File: src/design/sgp_pkg.sv
/*
  shared constants and carriers of the subsystem general-purpose i/o port.
  assumes a single core clock and a synchronous active-low core reset.
*/
package sgp_pkg;

  localparam int PIN_COUNT = 4;
  localparam int ADDR_W = 8;
  localparam int DATA_W = 16;

  // memory-mapped location of the pin_control_data register
  localparam logic [ADDR_W-1:0] PIN_CTRL_ADDR = 8'h3C;
  localparam logic [DATA_W-1:0] PIN_CTRL_RESET = 16'h0000;
  // bits 14 and 5..4 are reserved
  localparam logic [DATA_W-1:0] PIN_CTRL_MASK = 16'hBFCF;

  // field positions
  localparam int TIMER_SEL_BIT = 15;
  localparam int BRANCH_SEL_BIT = 13;
  localparam int FLAG_SEL_BIT = 12;
  localparam int DIR_LSB = 8;
  localparam int CLK_SEL_LSB = 6;
  localparam int VALUE_LSB = 0;

  // pins that carry an alternate function
  localparam int FLAG_PIN = 0;
  localparam int BRANCH_PIN = 1;
  localparam int WATCHDOG_PIN = 2;
  localparam int TIMER_PIN = 3;
  // data bits where the flag and branch values read back
  localparam int FLAG_READ_BIT = 1;
  localparam int BRANCH_READ_BIT = 0;

  // branch-control level presented while the branch input is deselected
  localparam logic BRANCH_IDLE = 1'b1;

  typedef enum logic [1:0] {
    SGP_CLK_A,
    SGP_CLK_B,
    SGP_CLK_C,
    SGP_CLK_D
  } sgp_clk_sel_e;

  typedef struct packed {
    logic rd;
    logic wr;
    logic [ADDR_W-1:0] addr;
    logic [DATA_W-1:0] wdata;
  } sgp_req_s;

  typedef struct packed {
    logic [PIN_COUNT-1:0] level;
    logic [PIN_COUNT-1:0] oe;
  } sgp_pins_s;

endpackage : sgp_pkg

File: src/design/sgp_port.sv
/*
  subsystem general-purpose i/o port: one control/data register on the core's
  data bus, four three-state pins with timer, watchdog, flag and branch overrides,
  and the shared clock-out selection.
  assumes timer, watchdog, flag and bus signals come from core-clock logic;
  pin inputs are asynchronous and pass the synchroniser first.
*/
// Functional notes
// bits 11..8 set each pin's direction, 0 input and 1 output.
// bits 3..0 give the driven level of output pins and read the pin level of input pins.
// bit 15 drives the timer output on pin 3 over its direction and reads it in bit 3.
// bit 13 makes pin 1 the branch-control input over its direction, readable in bit 0.
// bit 12 drives the external flag on pin 0 over its direction, readable in bit 1.
// bits 14 and 5..4 read zero and ignore writes.
// bits 7..6 pick subsystem a, b, c or d for the shared clock output pin.
// core reset clears the whole register so all pins are inputs without overrides; after reset pin 2 drives the watchdog output while it is selected.
// the register sits at data address 3Ch.
// each pin has its own output enable, high only when it drives.
// the watchdog pin enable chooses between watchdog output and plain i/o on pin 2.
// all non-reserved bits can be written and read back; bits 3..0 read back as R02 to R05 describe, not always as written.
// with the watchdog selected, pin 2 drives the watchdog output whatever its direction.
`timescale 1ns/1ps
module sgp_port (
  input wire logic clk_i,
  input wire logic rst_n_i,
  input wire sgp_pkg::sgp_req_s req_i,
  output logic [sgp_pkg::DATA_W-1:0] rdata_o,
  input wire logic timer_out_i,
  input wire logic watchdog_out_i,
  input wire logic watchdog_pin_enable_i,
  input wire logic flag_out_i,
  input wire logic [sgp_pkg::PIN_COUNT-1:0] pin_i,
  output sgp_pkg::sgp_pins_s pins_o,
  output logic branch_level_o,
  output logic [1:0] clock_out_select_o
);

  ////////////////////////////////////////////////////////////////////////////
  // register and decode

  localparam int N = sgp_pkg::PIN_COUNT;

  logic [sgp_pkg::DATA_W-1:0] ctrl_reg;
  logic [sgp_pkg::DATA_W-1:0] ctrl_next;
  logic [sgp_pkg::DATA_W-1:0] rdata_reg;
  logic [sgp_pkg::DATA_W-1:0] rdata_next;
  sgp_pkg::sgp_pins_s pins_reg;
  sgp_pkg::sgp_pins_s pins_next;
  logic branch_reg;
  logic branch_next;
  logic [1:0] clk_sel_reg;
  logic [N-1:0] pin_sync;
  logic [N-1:0] pin_direction;
  logic [N-1:0] pin_value;
  logic [N-1:0] alt_level;
  logic [N-1:0] forced_out;
  logic [N-1:0] read_value;
  logic timer_pin_select;
  logic branch_input_select;
  logic flag_output_select;
  logic hit;
  logic wr_hit;
  logic rd_hit;

  // pin i/o override: 1 forces the pin to drive its alternate source
  function automatic logic [N-1:0] forced_drive(input logic [sgp_pkg::DATA_W-1:0] c,
                                                input logic wd_en);
    logic [N-1:0] f;
    f = '0;
    f[sgp_pkg::TIMER_PIN] = c[sgp_pkg::TIMER_SEL_BIT];
    f[sgp_pkg::WATCHDOG_PIN] = wd_en;
    f[sgp_pkg::FLAG_PIN] = c[sgp_pkg::FLAG_SEL_BIT];
    return f;
  endfunction : forced_drive

  sgp_sync #(
    .WIDTH(N)
  ) u_sync (
    .clk_i(clk_i),
    .rst_n_i(rst_n_i),
    .async_i(pin_i),
    .sync_o(pin_sync)
  );

  assign hit = (req_i.addr == sgp_pkg::PIN_CTRL_ADDR);
  assign wr_hit = req_i.wr && hit;
  assign rd_hit = req_i.rd && hit;

  assign timer_pin_select = ctrl_reg[sgp_pkg::TIMER_SEL_BIT];
  assign branch_input_select = ctrl_reg[sgp_pkg::BRANCH_SEL_BIT];
  assign flag_output_select = ctrl_reg[sgp_pkg::FLAG_SEL_BIT];
  assign pin_direction = ctrl_reg[sgp_pkg::DIR_LSB +: N];
  assign pin_value = ctrl_reg[sgp_pkg::VALUE_LSB +: N];

  // reserved bits are masked off on the way in so they can never read back
  assign ctrl_next = wr_hit ? (req_i.wdata & sgp_pkg::PIN_CTRL_MASK) : ctrl_reg;

  ////////////////////////////////////////////////////////////////////////////
  // pin drive

  assign forced_out = forced_drive(ctrl_reg, watchdog_pin_enable_i);

  always_comb begin
    alt_level = pin_value;
    alt_level[sgp_pkg::TIMER_PIN] = timer_out_i;
    alt_level[sgp_pkg::WATCHDOG_PIN] = watchdog_out_i;
    alt_level[sgp_pkg::FLAG_PIN] = flag_out_i;
  end

  for (genvar k = 0; k < N; k++) begin : g_pin
    logic is_out;
    // branch select turns pin 1 into an input even when its direction is output
    assign is_out = forced_out[k] ||
                    (pin_direction[k] &&
                     !(k == sgp_pkg::BRANCH_PIN && branch_input_select));
    assign pins_next.oe[k] = is_out;
    assign pins_next.level[k] = is_out ? (forced_out[k] ? alt_level[k] : pin_value[k])
                                       : 1'b0;
    // forced pins read their alternate source, other output pins their stored level, input pins their sampled level
    assign read_value[k] = forced_out[k] ? alt_level[k]
                           : (pins_next.oe[k] ? pin_value[k] : pin_sync[k]);
  end

  assign branch_next = branch_input_select ? pin_sync[sgp_pkg::BRANCH_PIN]
                                           : sgp_pkg::BRANCH_IDLE;

  ////////////////////////////////////////////////////////////////////////////
  // read data

  always_comb begin
    rdata_next = '0;
    if (rd_hit) begin
      rdata_next = ctrl_reg;
      rdata_next[sgp_pkg::VALUE_LSB +: N] = read_value;
      if (branch_input_select) begin
        rdata_next[sgp_pkg::BRANCH_READ_BIT] = pin_sync[sgp_pkg::BRANCH_PIN];
      end
      if (flag_output_select) begin
        rdata_next[sgp_pkg::FLAG_READ_BIT] = flag_out_i;
      end
    end
  end

  ////////////////////////////////////////////////////////////////////////////
  // registers

  always_ff @(posedge clk_i) begin
    if (!rst_n_i) begin
      ctrl_reg <= sgp_pkg::PIN_CTRL_RESET;
      rdata_reg <= '0;
      pins_reg <= '0;
      branch_reg <= sgp_pkg::BRANCH_IDLE;
      clk_sel_reg <= sgp_pkg::SGP_CLK_A;
    end else begin
      ctrl_reg <= ctrl_next;
      rdata_reg <= rdata_next;
      pins_reg <= pins_next;
      branch_reg <= branch_next;
      clk_sel_reg <= ctrl_reg[sgp_pkg::CLK_SEL_LSB +: 2];
    end
  end

  assign rdata_o = rdata_reg;
  assign pins_o = pins_reg;
  assign branch_level_o = branch_reg;
  assign clock_out_select_o = clk_sel_reg;

  ////////////////////////////////////////////////////////////////////////////
  // assertions

  reset_clear_a: assert property (
    @(posedge clk_i) $rose(rst_n_i) |-> (ctrl_reg == '0) && (pins_o.oe == '0))
    else $error("port register not cleared by reset");

  write_store_a: assert property (
    @(posedge clk_i) disable iff (!rst_n_i)
    wr_hit |=> ctrl_reg == ($past(req_i.wdata) & sgp_pkg::PIN_CTRL_MASK))
    else $error("write did not store non-reserved bits");

  reserved_zero_a: assert property (
    @(posedge clk_i) disable iff (!rst_n_i)
    (rdata_o[14] == 1'b0) && (rdata_o[5:4] == 2'b00) && !ctrl_reg[14])
    else $error("reserved bit not zero");

  unmapped_read_a: assert property (
    @(posedge clk_i) disable iff (!rst_n_i)
    req_i.rd && !hit |=> rdata_o == '0)
    else $error("read away from 3Ch returned data");

  dir_enable_a: assert property (
    @(posedge clk_i) disable iff (!rst_n_i)
    !watchdog_pin_enable_i |=> pins_o.oe[2] == $past(ctrl_reg[sgp_pkg::DIR_LSB + 2]))
    else $error("pin 2 enable does not follow its direction");

  timer_drive_a: assert property (
    @(posedge clk_i) disable iff (!rst_n_i)
    timer_pin_select |=> pins_o.oe[3] && (pins_o.level[3] == $past(timer_out_i)))
    else $error("timer output not driven on pin 3");

  flag_drive_a: assert property (
    @(posedge clk_i) disable iff (!rst_n_i)
    flag_output_select && rd_hit |=>
      pins_o.oe[0] && (pins_o.level[0] == $past(flag_out_i)) && (rdata_o[1] == pins_o.level[0]))
    else $error("flag output not driven or read back");

  branch_input_a: assert property (
    @(posedge clk_i) disable iff (!rst_n_i)
    branch_input_select |=> !pins_o.oe[1] && (branch_level_o == $past(pin_sync[1])))
    else $error("branch input not taken from pin 1");

  watchdog_drive_a: assert property (
    @(posedge clk_i) disable iff (!rst_n_i)
    watchdog_pin_enable_i |=> pins_o.oe[2] && (pins_o.level[2] == $past(watchdog_out_i)))
    else $error("watchdog output not driven on pin 2");

  input_read_a: assert property (
    @(posedge clk_i) disable iff (!rst_n_i)
    rd_hit && !ctrl_reg[sgp_pkg::DIR_LSB + 3] && !timer_pin_select |=>
      rdata_o[3] == $past(pin_sync[3]))
    else $error("input pin level not read back");

  clock_select_a: assert property (
    @(posedge clk_i) disable iff (!rst_n_i)
    wr_hit ##1 !wr_hit |=> clock_out_select_o == $past(req_i.wdata[7:6], 2))
    else $error("clock output select does not follow bits 7..6");

endmodule : sgp_port

File: src/design/sgp_sync.sv
/*
  two-flop synchroniser for a group of pin inputs.
  assumes inputs are asynchronous to clk_i; reset is synchronous, active low.
*/
`timescale 1ns/1ps
module sgp_sync #(
  parameter int WIDTH = 4
) (
  input wire logic clk_i,
  input wire logic rst_n_i,
  input wire logic [WIDTH-1:0] async_i,
  output logic [WIDTH-1:0] sync_o
);

  logic [WIDTH-1:0] stage1_reg;
  logic [WIDTH-1:0] stage2_reg;

  // stage1 feeds stage2 only, never any other logic
  for (genvar k = 0; k < WIDTH; k++) begin : g_bit
    always_ff @(posedge clk_i) begin
      if (!rst_n_i) begin
        stage1_reg[k] <= 1'b0;
        stage2_reg[k] <= 1'b0;
      end else begin
        stage1_reg[k] <= async_i[k];
        stage2_reg[k] <= stage1_reg[k];
      end
    end
  end

  assign sync_o = stage2_reg;

endmodule : sgp_sync

File: config.mk
export PLATFORM = sky130hd
export DESIGN_NAME = sgp_port
export DESIGN_NICKNAME = d
export VERILOG_FILES = /design/src/design/sgp_pkg.sv /design/src/design/sgp_port.sv /design/src/design/sgp_sync.sv
export SDC_FILE = /design/constraint.sdc
export NUM_CORES = 1
export LEC_CHECK = 0
export ABC_CLOCK_PERIOD_IN_PS = 1800
export BUFFER_PORTS_ARGS = -buffer_cell sky130_fd_sc_hd__buf_2
export CORE_MARGIN = 4
export CORE_UTILIZATION = 49
export CTS_BUF_LIST = sky130_fd_sc_hd__clkbuf_8
export DETAILED_ROUTE_END_ITERATION = 8
export PLACE_DENSITY = 0.84
export SYNTH_ARGS = -nofsm -noshare
export SYNTH_HDL_FRONTEND = slang
export SYNTH_SLANG_ARGS = --single-unit
File: constraint.sdc
create_clock -name clk_i -period 1.8 [get_ports clk_i]
set_clock_uncertainty 0.15 [all_clocks]
set_input_delay 0.18 -clock clk_i [delete_from_list [all_inputs] [get_ports clk_i]]
set_output_delay 0.18 -clock clk_i [all_outputs]
set_load 0.02 [all_outputs]
==> tab_implementation.tex <==
\begin{tabular}{lr}
\hline
Metric & Value \\
\hline
\multicolumn{2}{l}{\textbf{Route}} \\
\quad Antenna viol nets, final & 0 \\
\quad Number of DRC violations after detailed routing & 0 \\
\quad Vias & approximately 1.2k \\
\quad Detailed-routing iteration count for the pre-antenna-repair pass & 4 \\
\quad Total wirelength of the detailed-routed design & 2920 microns \\
\quad Per-cell via count in the routed design & 4.38 \\
\quad DR WL/cell & $\sim$11 microns \\
\quad Detailed Route Iter0 Violations & 54 \\
\multicolumn{2}{l}{\textbf{Worst setup path}} \\
\quad Endpoint kind of the worst setup timing path & flop \\
\quad Data arrival time of the critical path & 1.40 ns \\
\quad Ordered cell list for the critical path & nor2b\_1 -> mux2\_2 -> o211a\_1 \\
\quad Nature of the critical path startpoint & flop \\
\quad Standard cell with the maximum stage delay on the critical path & sky130\_fd\_sc\_hd\_\_mux2\_2 \\
\quad CP Buf/Inv Count & 0 \\
\quad Delay of the slowest cell on the worst path & 0.36 ns \\
\quad Kind of cell adding the most delay to the critical path & multiplexers \\
\quad Required time of the worst setup path & 1.83 ns \\
\quad Path type of the worst setup path & reg2reg \\
\quad Highest fanout seen on the critical path & 3 \\
\multicolumn{2}{l}{\textbf{Power}} \\
\quad Internal power summed over all cells & 1.33 mW \\
\quad Combinational Power Share & slightly below 7\% \\
\quad Share of total power in the clock network & 33.0\% \\
\quad Sequential group share of total power & about three fifths \\
\quad Leak pwr & 1.09 nW \\
\quad Switching Share & 20.4\% \\
\quad Largest voltage drop on the vdd net & roughly 440 uV \\
\quad Areal power density over the cells & 783 mW/mm\^{}2 \\
\quad Switching power & 0.342 mW \\
\quad Total chip power & 1.68 mW \\
\multicolumn{2}{l}{\textbf{Die}} \\
\quad Die extent in y & around 65 microns \\
\quad Die width & $\sim$65 microns \\
\quad Die area & 0.00419 sq mm \\
\quad Core region area & 0.00308 sq mm \\
\quad Top-Level Pins & 63 \\
\quad Number of placement rows & 20 \\
\quad Initial Util & 51.3\% \\
\multicolumn{2}{l}{\textbf{Placement}} \\
\quad Detailed placer's ending HPWL & 1960 microns \\
\quad Worst slack, placed & 0.437 ns \\
\quad Gp weighted congestion & roughly 0.73 \\
\quad Quantity of I/O buffers inserted on ports & 56 \\
\multicolumn{2}{l}{\textbf{Timing}} \\
\quad Final critical delay including setup and external delays & 1.38 ns \\
\quad Count of final setup violators & 0 \\
\quad Hold Worst Slack & 0.0194 ns \\
\quad Max Freq & 0.727 GHz \\
\quad Fin worst setup slack & 0.425 ns \\
\quad Setup repair after global routing missed its margin & false \\
\quad Final Hold Violating Endpoints & 0 \\
\quad Sum of negative setup slack & 0 ns \\
\quad Final Max Tran Viols & 0 \\
\quad Final cycle utilization of the critical path & 76.4\% \\
\multicolumn{2}{l}{\textbf{Yosys}} \\
\quad Most frequent cells after synthesis & sky130\_fd\_sc\_hd\_\_dfxtp\_1 (45), sky130\_fd\_sc\_hd\_\_nand2\_1 (29), sky130\_fd\_sc\_hd\_\_mux2i\_1 (16) \\
\quad Share of flip-flops with an asynchronous set or reset after synthesis & 0\% \\
\quad Synthesized instance count & 146 \\
\quad Syn avg cell area & 10.8 sq um \\
\quad Count of flip-flops with a built-in enable after synthesis & 0 \\
\quad Count of unique library cells instantiated by Yosys & 25 \\
\quad Share of synthesized area occupied by flip-flops and latches & 57.1\% \\
\quad Most frequent cell after synthesis & sky130\_fd\_sc\_hd\_\_dfxtp\_1 \\
\quad Area share of the largest cell type after synthesis & 57.1\% \\
\quad Seq cells post-synth & 45 \\
\quad Ys Warns & 0 \\
\quad Top FF cell, synth & sky130\_fd\_sc\_hd\_\_dfxtp\_1 \\
\quad Largest area contributor in the netlist & sky130\_fd\_sc\_hd\_\_dfxtp\_1 \\
\quad Cells taking the most area after synthesis & sky130\_fd\_sc\_hd\_\_dfxtp\_1 (57\%), sky130\_fd\_sc\_hd\_\_mux2i\_1 (10\%), sky130\_fd\_sc\_hd\_\_nand2\_1 (6.9\%) \\
\quad Synthesized area & 0.00158 sq mm \\
\multicolumn{2}{l}{\textbf{Clock tree}} \\
\quad Maximum level of the CTS H-tree & 2 \\
\quad TritonCTS clock tree & done \\
\quad Cell at the root of the clock tree & sky130\_fd\_sc\_hd\_\_clkbuf\_8 \\
\quad Clock transition at the registers of the reported paths & 0.07 ns \\
\quad Count of cells resized by post-cts repair & 0 \\
\quad Number of clock sinks & 45 \\
\quad Number of clock buffers inserted by TritonCTS & 5 \\
\quad Source-to-sink clock delay at the later pin of the worst-skew pair & 0.28 ns \\
\quad Buffer levels on the longest clock path & 2 \\
\quad Number of buffers inserted by post-CTS setup repair & 0 \\
\multicolumn{2}{l}{\textbf{Global routing}} \\
\quad Via count of the first global-routing pass & 1083 \\
\quad Total routing usage reported by global routing & 14.6\% \\
\quad Pin count of the biggest net entering global routing & 28 \\
\quad Remaining global-route overflow & 0 \\
\quad Number of antenna violations at the first check in global routing & 0 \\
\quad First-pass GRT wire length & 4680 microns \\
\multicolumn{2}{l}{\textbf{Outcome}} \\
\quad Outcome & complete, no violations \\
\multicolumn{2}{l}{\textbf{Worst hold path}} \\
\quad Worst hold path class & in2reg \\
\multicolumn{2}{l}{\textbf{Layout}} \\
\quad Total Nets Final & 257 \\
\quad Filler cells & 253 \\
\quad Total inserted antenna cells & 0 \\
\quad Area occupied by registers & 901 sq um \\
\quad Layout cells sized above 1 & a little over a third \\
\quad Area Growth Syn to Fin & 35.5\% \\
\quad Share of the core filled with cells & a little over two thirds \\
\quad Area occupied by multi-input gates & slightly above 600 sq um \\
\multicolumn{2}{l}{\textbf{Run}} \\
\quad Max Cap Viol & 0 \\
\hline
\end{tabular}
-- stage by stage --
step,cells,area [sq um]
2_1_floorplan,148,1590
3_3_place_gp,240,1880
3_5_place_dp,240,1880
4_1_cts,266,2140
5_1_grt,266,2140
6_report,266,2140
-- final cells by class --
type	instances	share of cell area (%)
Clock inverter	3	0.526
Timing Repair Buffer	75	22.5
Sequential cell	45	42.1
Clock buffer	5	3.22
Multi-Input combinational cell	91	28.6
Inverter	3	0.526
Tap cell	44	2.57
-- kinds of logic (layout without fill, tap and decap cells) --
logic type             after synthesis  count (layout)  share of synthesized area [%]
other                                1               3                          0.237
and+or+nand+nor                     60              60                           21.9
buffers and inverters               12              86                           4.68
AOI/OAI and AO/OA                   10              10                           4.60
DFF                                 45              45                           57.1
muxes                               18              18                           11.6
-- worst paths after layout --
path	start	end	cells past startpoint	slack [ns]
min reg2reg	u_sync.stage1_reg[0]	u_sync.sync_o[0]	1	0.28
min	timer_out_i	pins_o[7]	3	0.02
max	ctrl_reg[9]	rdata_o[1]	3	0.42
max reg2reg	ctrl_reg[9]	rdata_o[1]	3	0.42
-- tightest hold or removal path, cell delays in order --
cell and delay [ns]:
sky130_fd_sc_hd__buf_2 0.10, sky130_fd_sc_hd__nand2_1 0.06, sky130_fd_sc_hd__a21boi_0 0.07
-- per-layer routing --
metal  up-vias  track usage, %  part of all wire [%]
li1        614               -                     -
met4         0            6.33                  0.99
met3         2            4.51                   7.0
met1       505            15.9                    41
met5         -               0                     0
met2        45            25.8                    51
-- timing repair --
action | 4_1_cts | 5_1_grt
setup endpoints to repair | 0 | 0
hold buffers | 18 | 0
endpoints found under the hold margin | 18 | 0
-- power by group through the flow --
stage               clock (mW)  combinational (mW)  sequential (mW)
floorplan                    0              0.0430             1.03
global placement             0              0.0842             1.03
detailed placement           0              0.0850             1.03
CTS                      0.572               0.115             1.01
global route             0.620               0.128             1.01
finish                   0.553               0.115             1.01
-- layout by cell type (no fill, tap or decap) --
cell type / count
sky130_fd_sc_hd__nor2b_1: 2
sky130_fd_sc_hd__and2_1: 9
sky130_fd_sc_hd__o211a_1: 1
sky130_fd_sc_hd__and3_1: 1
sky130_fd_sc_hd__nand2b_1: 3
sky130_fd_sc_hd__conb_1: 3
sky130_fd_sc_hd__and4bb_2: 1
sky130_fd_sc_hd__dlygate4sd3_1: 18
sky130_fd_sc_hd__nand3_4: 1
sky130_fd_sc_hd__and4_4: 1
sky130_fd_sc_hd__o21ai_0: 2
sky130_fd_sc_hd__and4bb_1: 1
sky130_fd_sc_hd__nand2_1: 29
sky130_fd_sc_hd__inv_1: 6
sky130_fd_sc_hd__buf_2: 56
sky130_fd_sc_hd__buf_12: 1
sky130_fd_sc_hd__o211ai_1: 1
sky130_fd_sc_hd__mux2_2: 2
sky130_fd_sc_hd__and2_2: 11
sky130_fd_sc_hd__or2_2: 1
sky130_fd_sc_hd__mux2i_1: 16
sky130_fd_sc_hd__o21a_1: 3
sky130_fd_sc_hd__dfxtp_1: 45
sky130_fd_sc_hd__clkbuf_8: 5
sky130_fd_sc_hd__a21boi_0: 3
(Power assumes the default switching activity.)
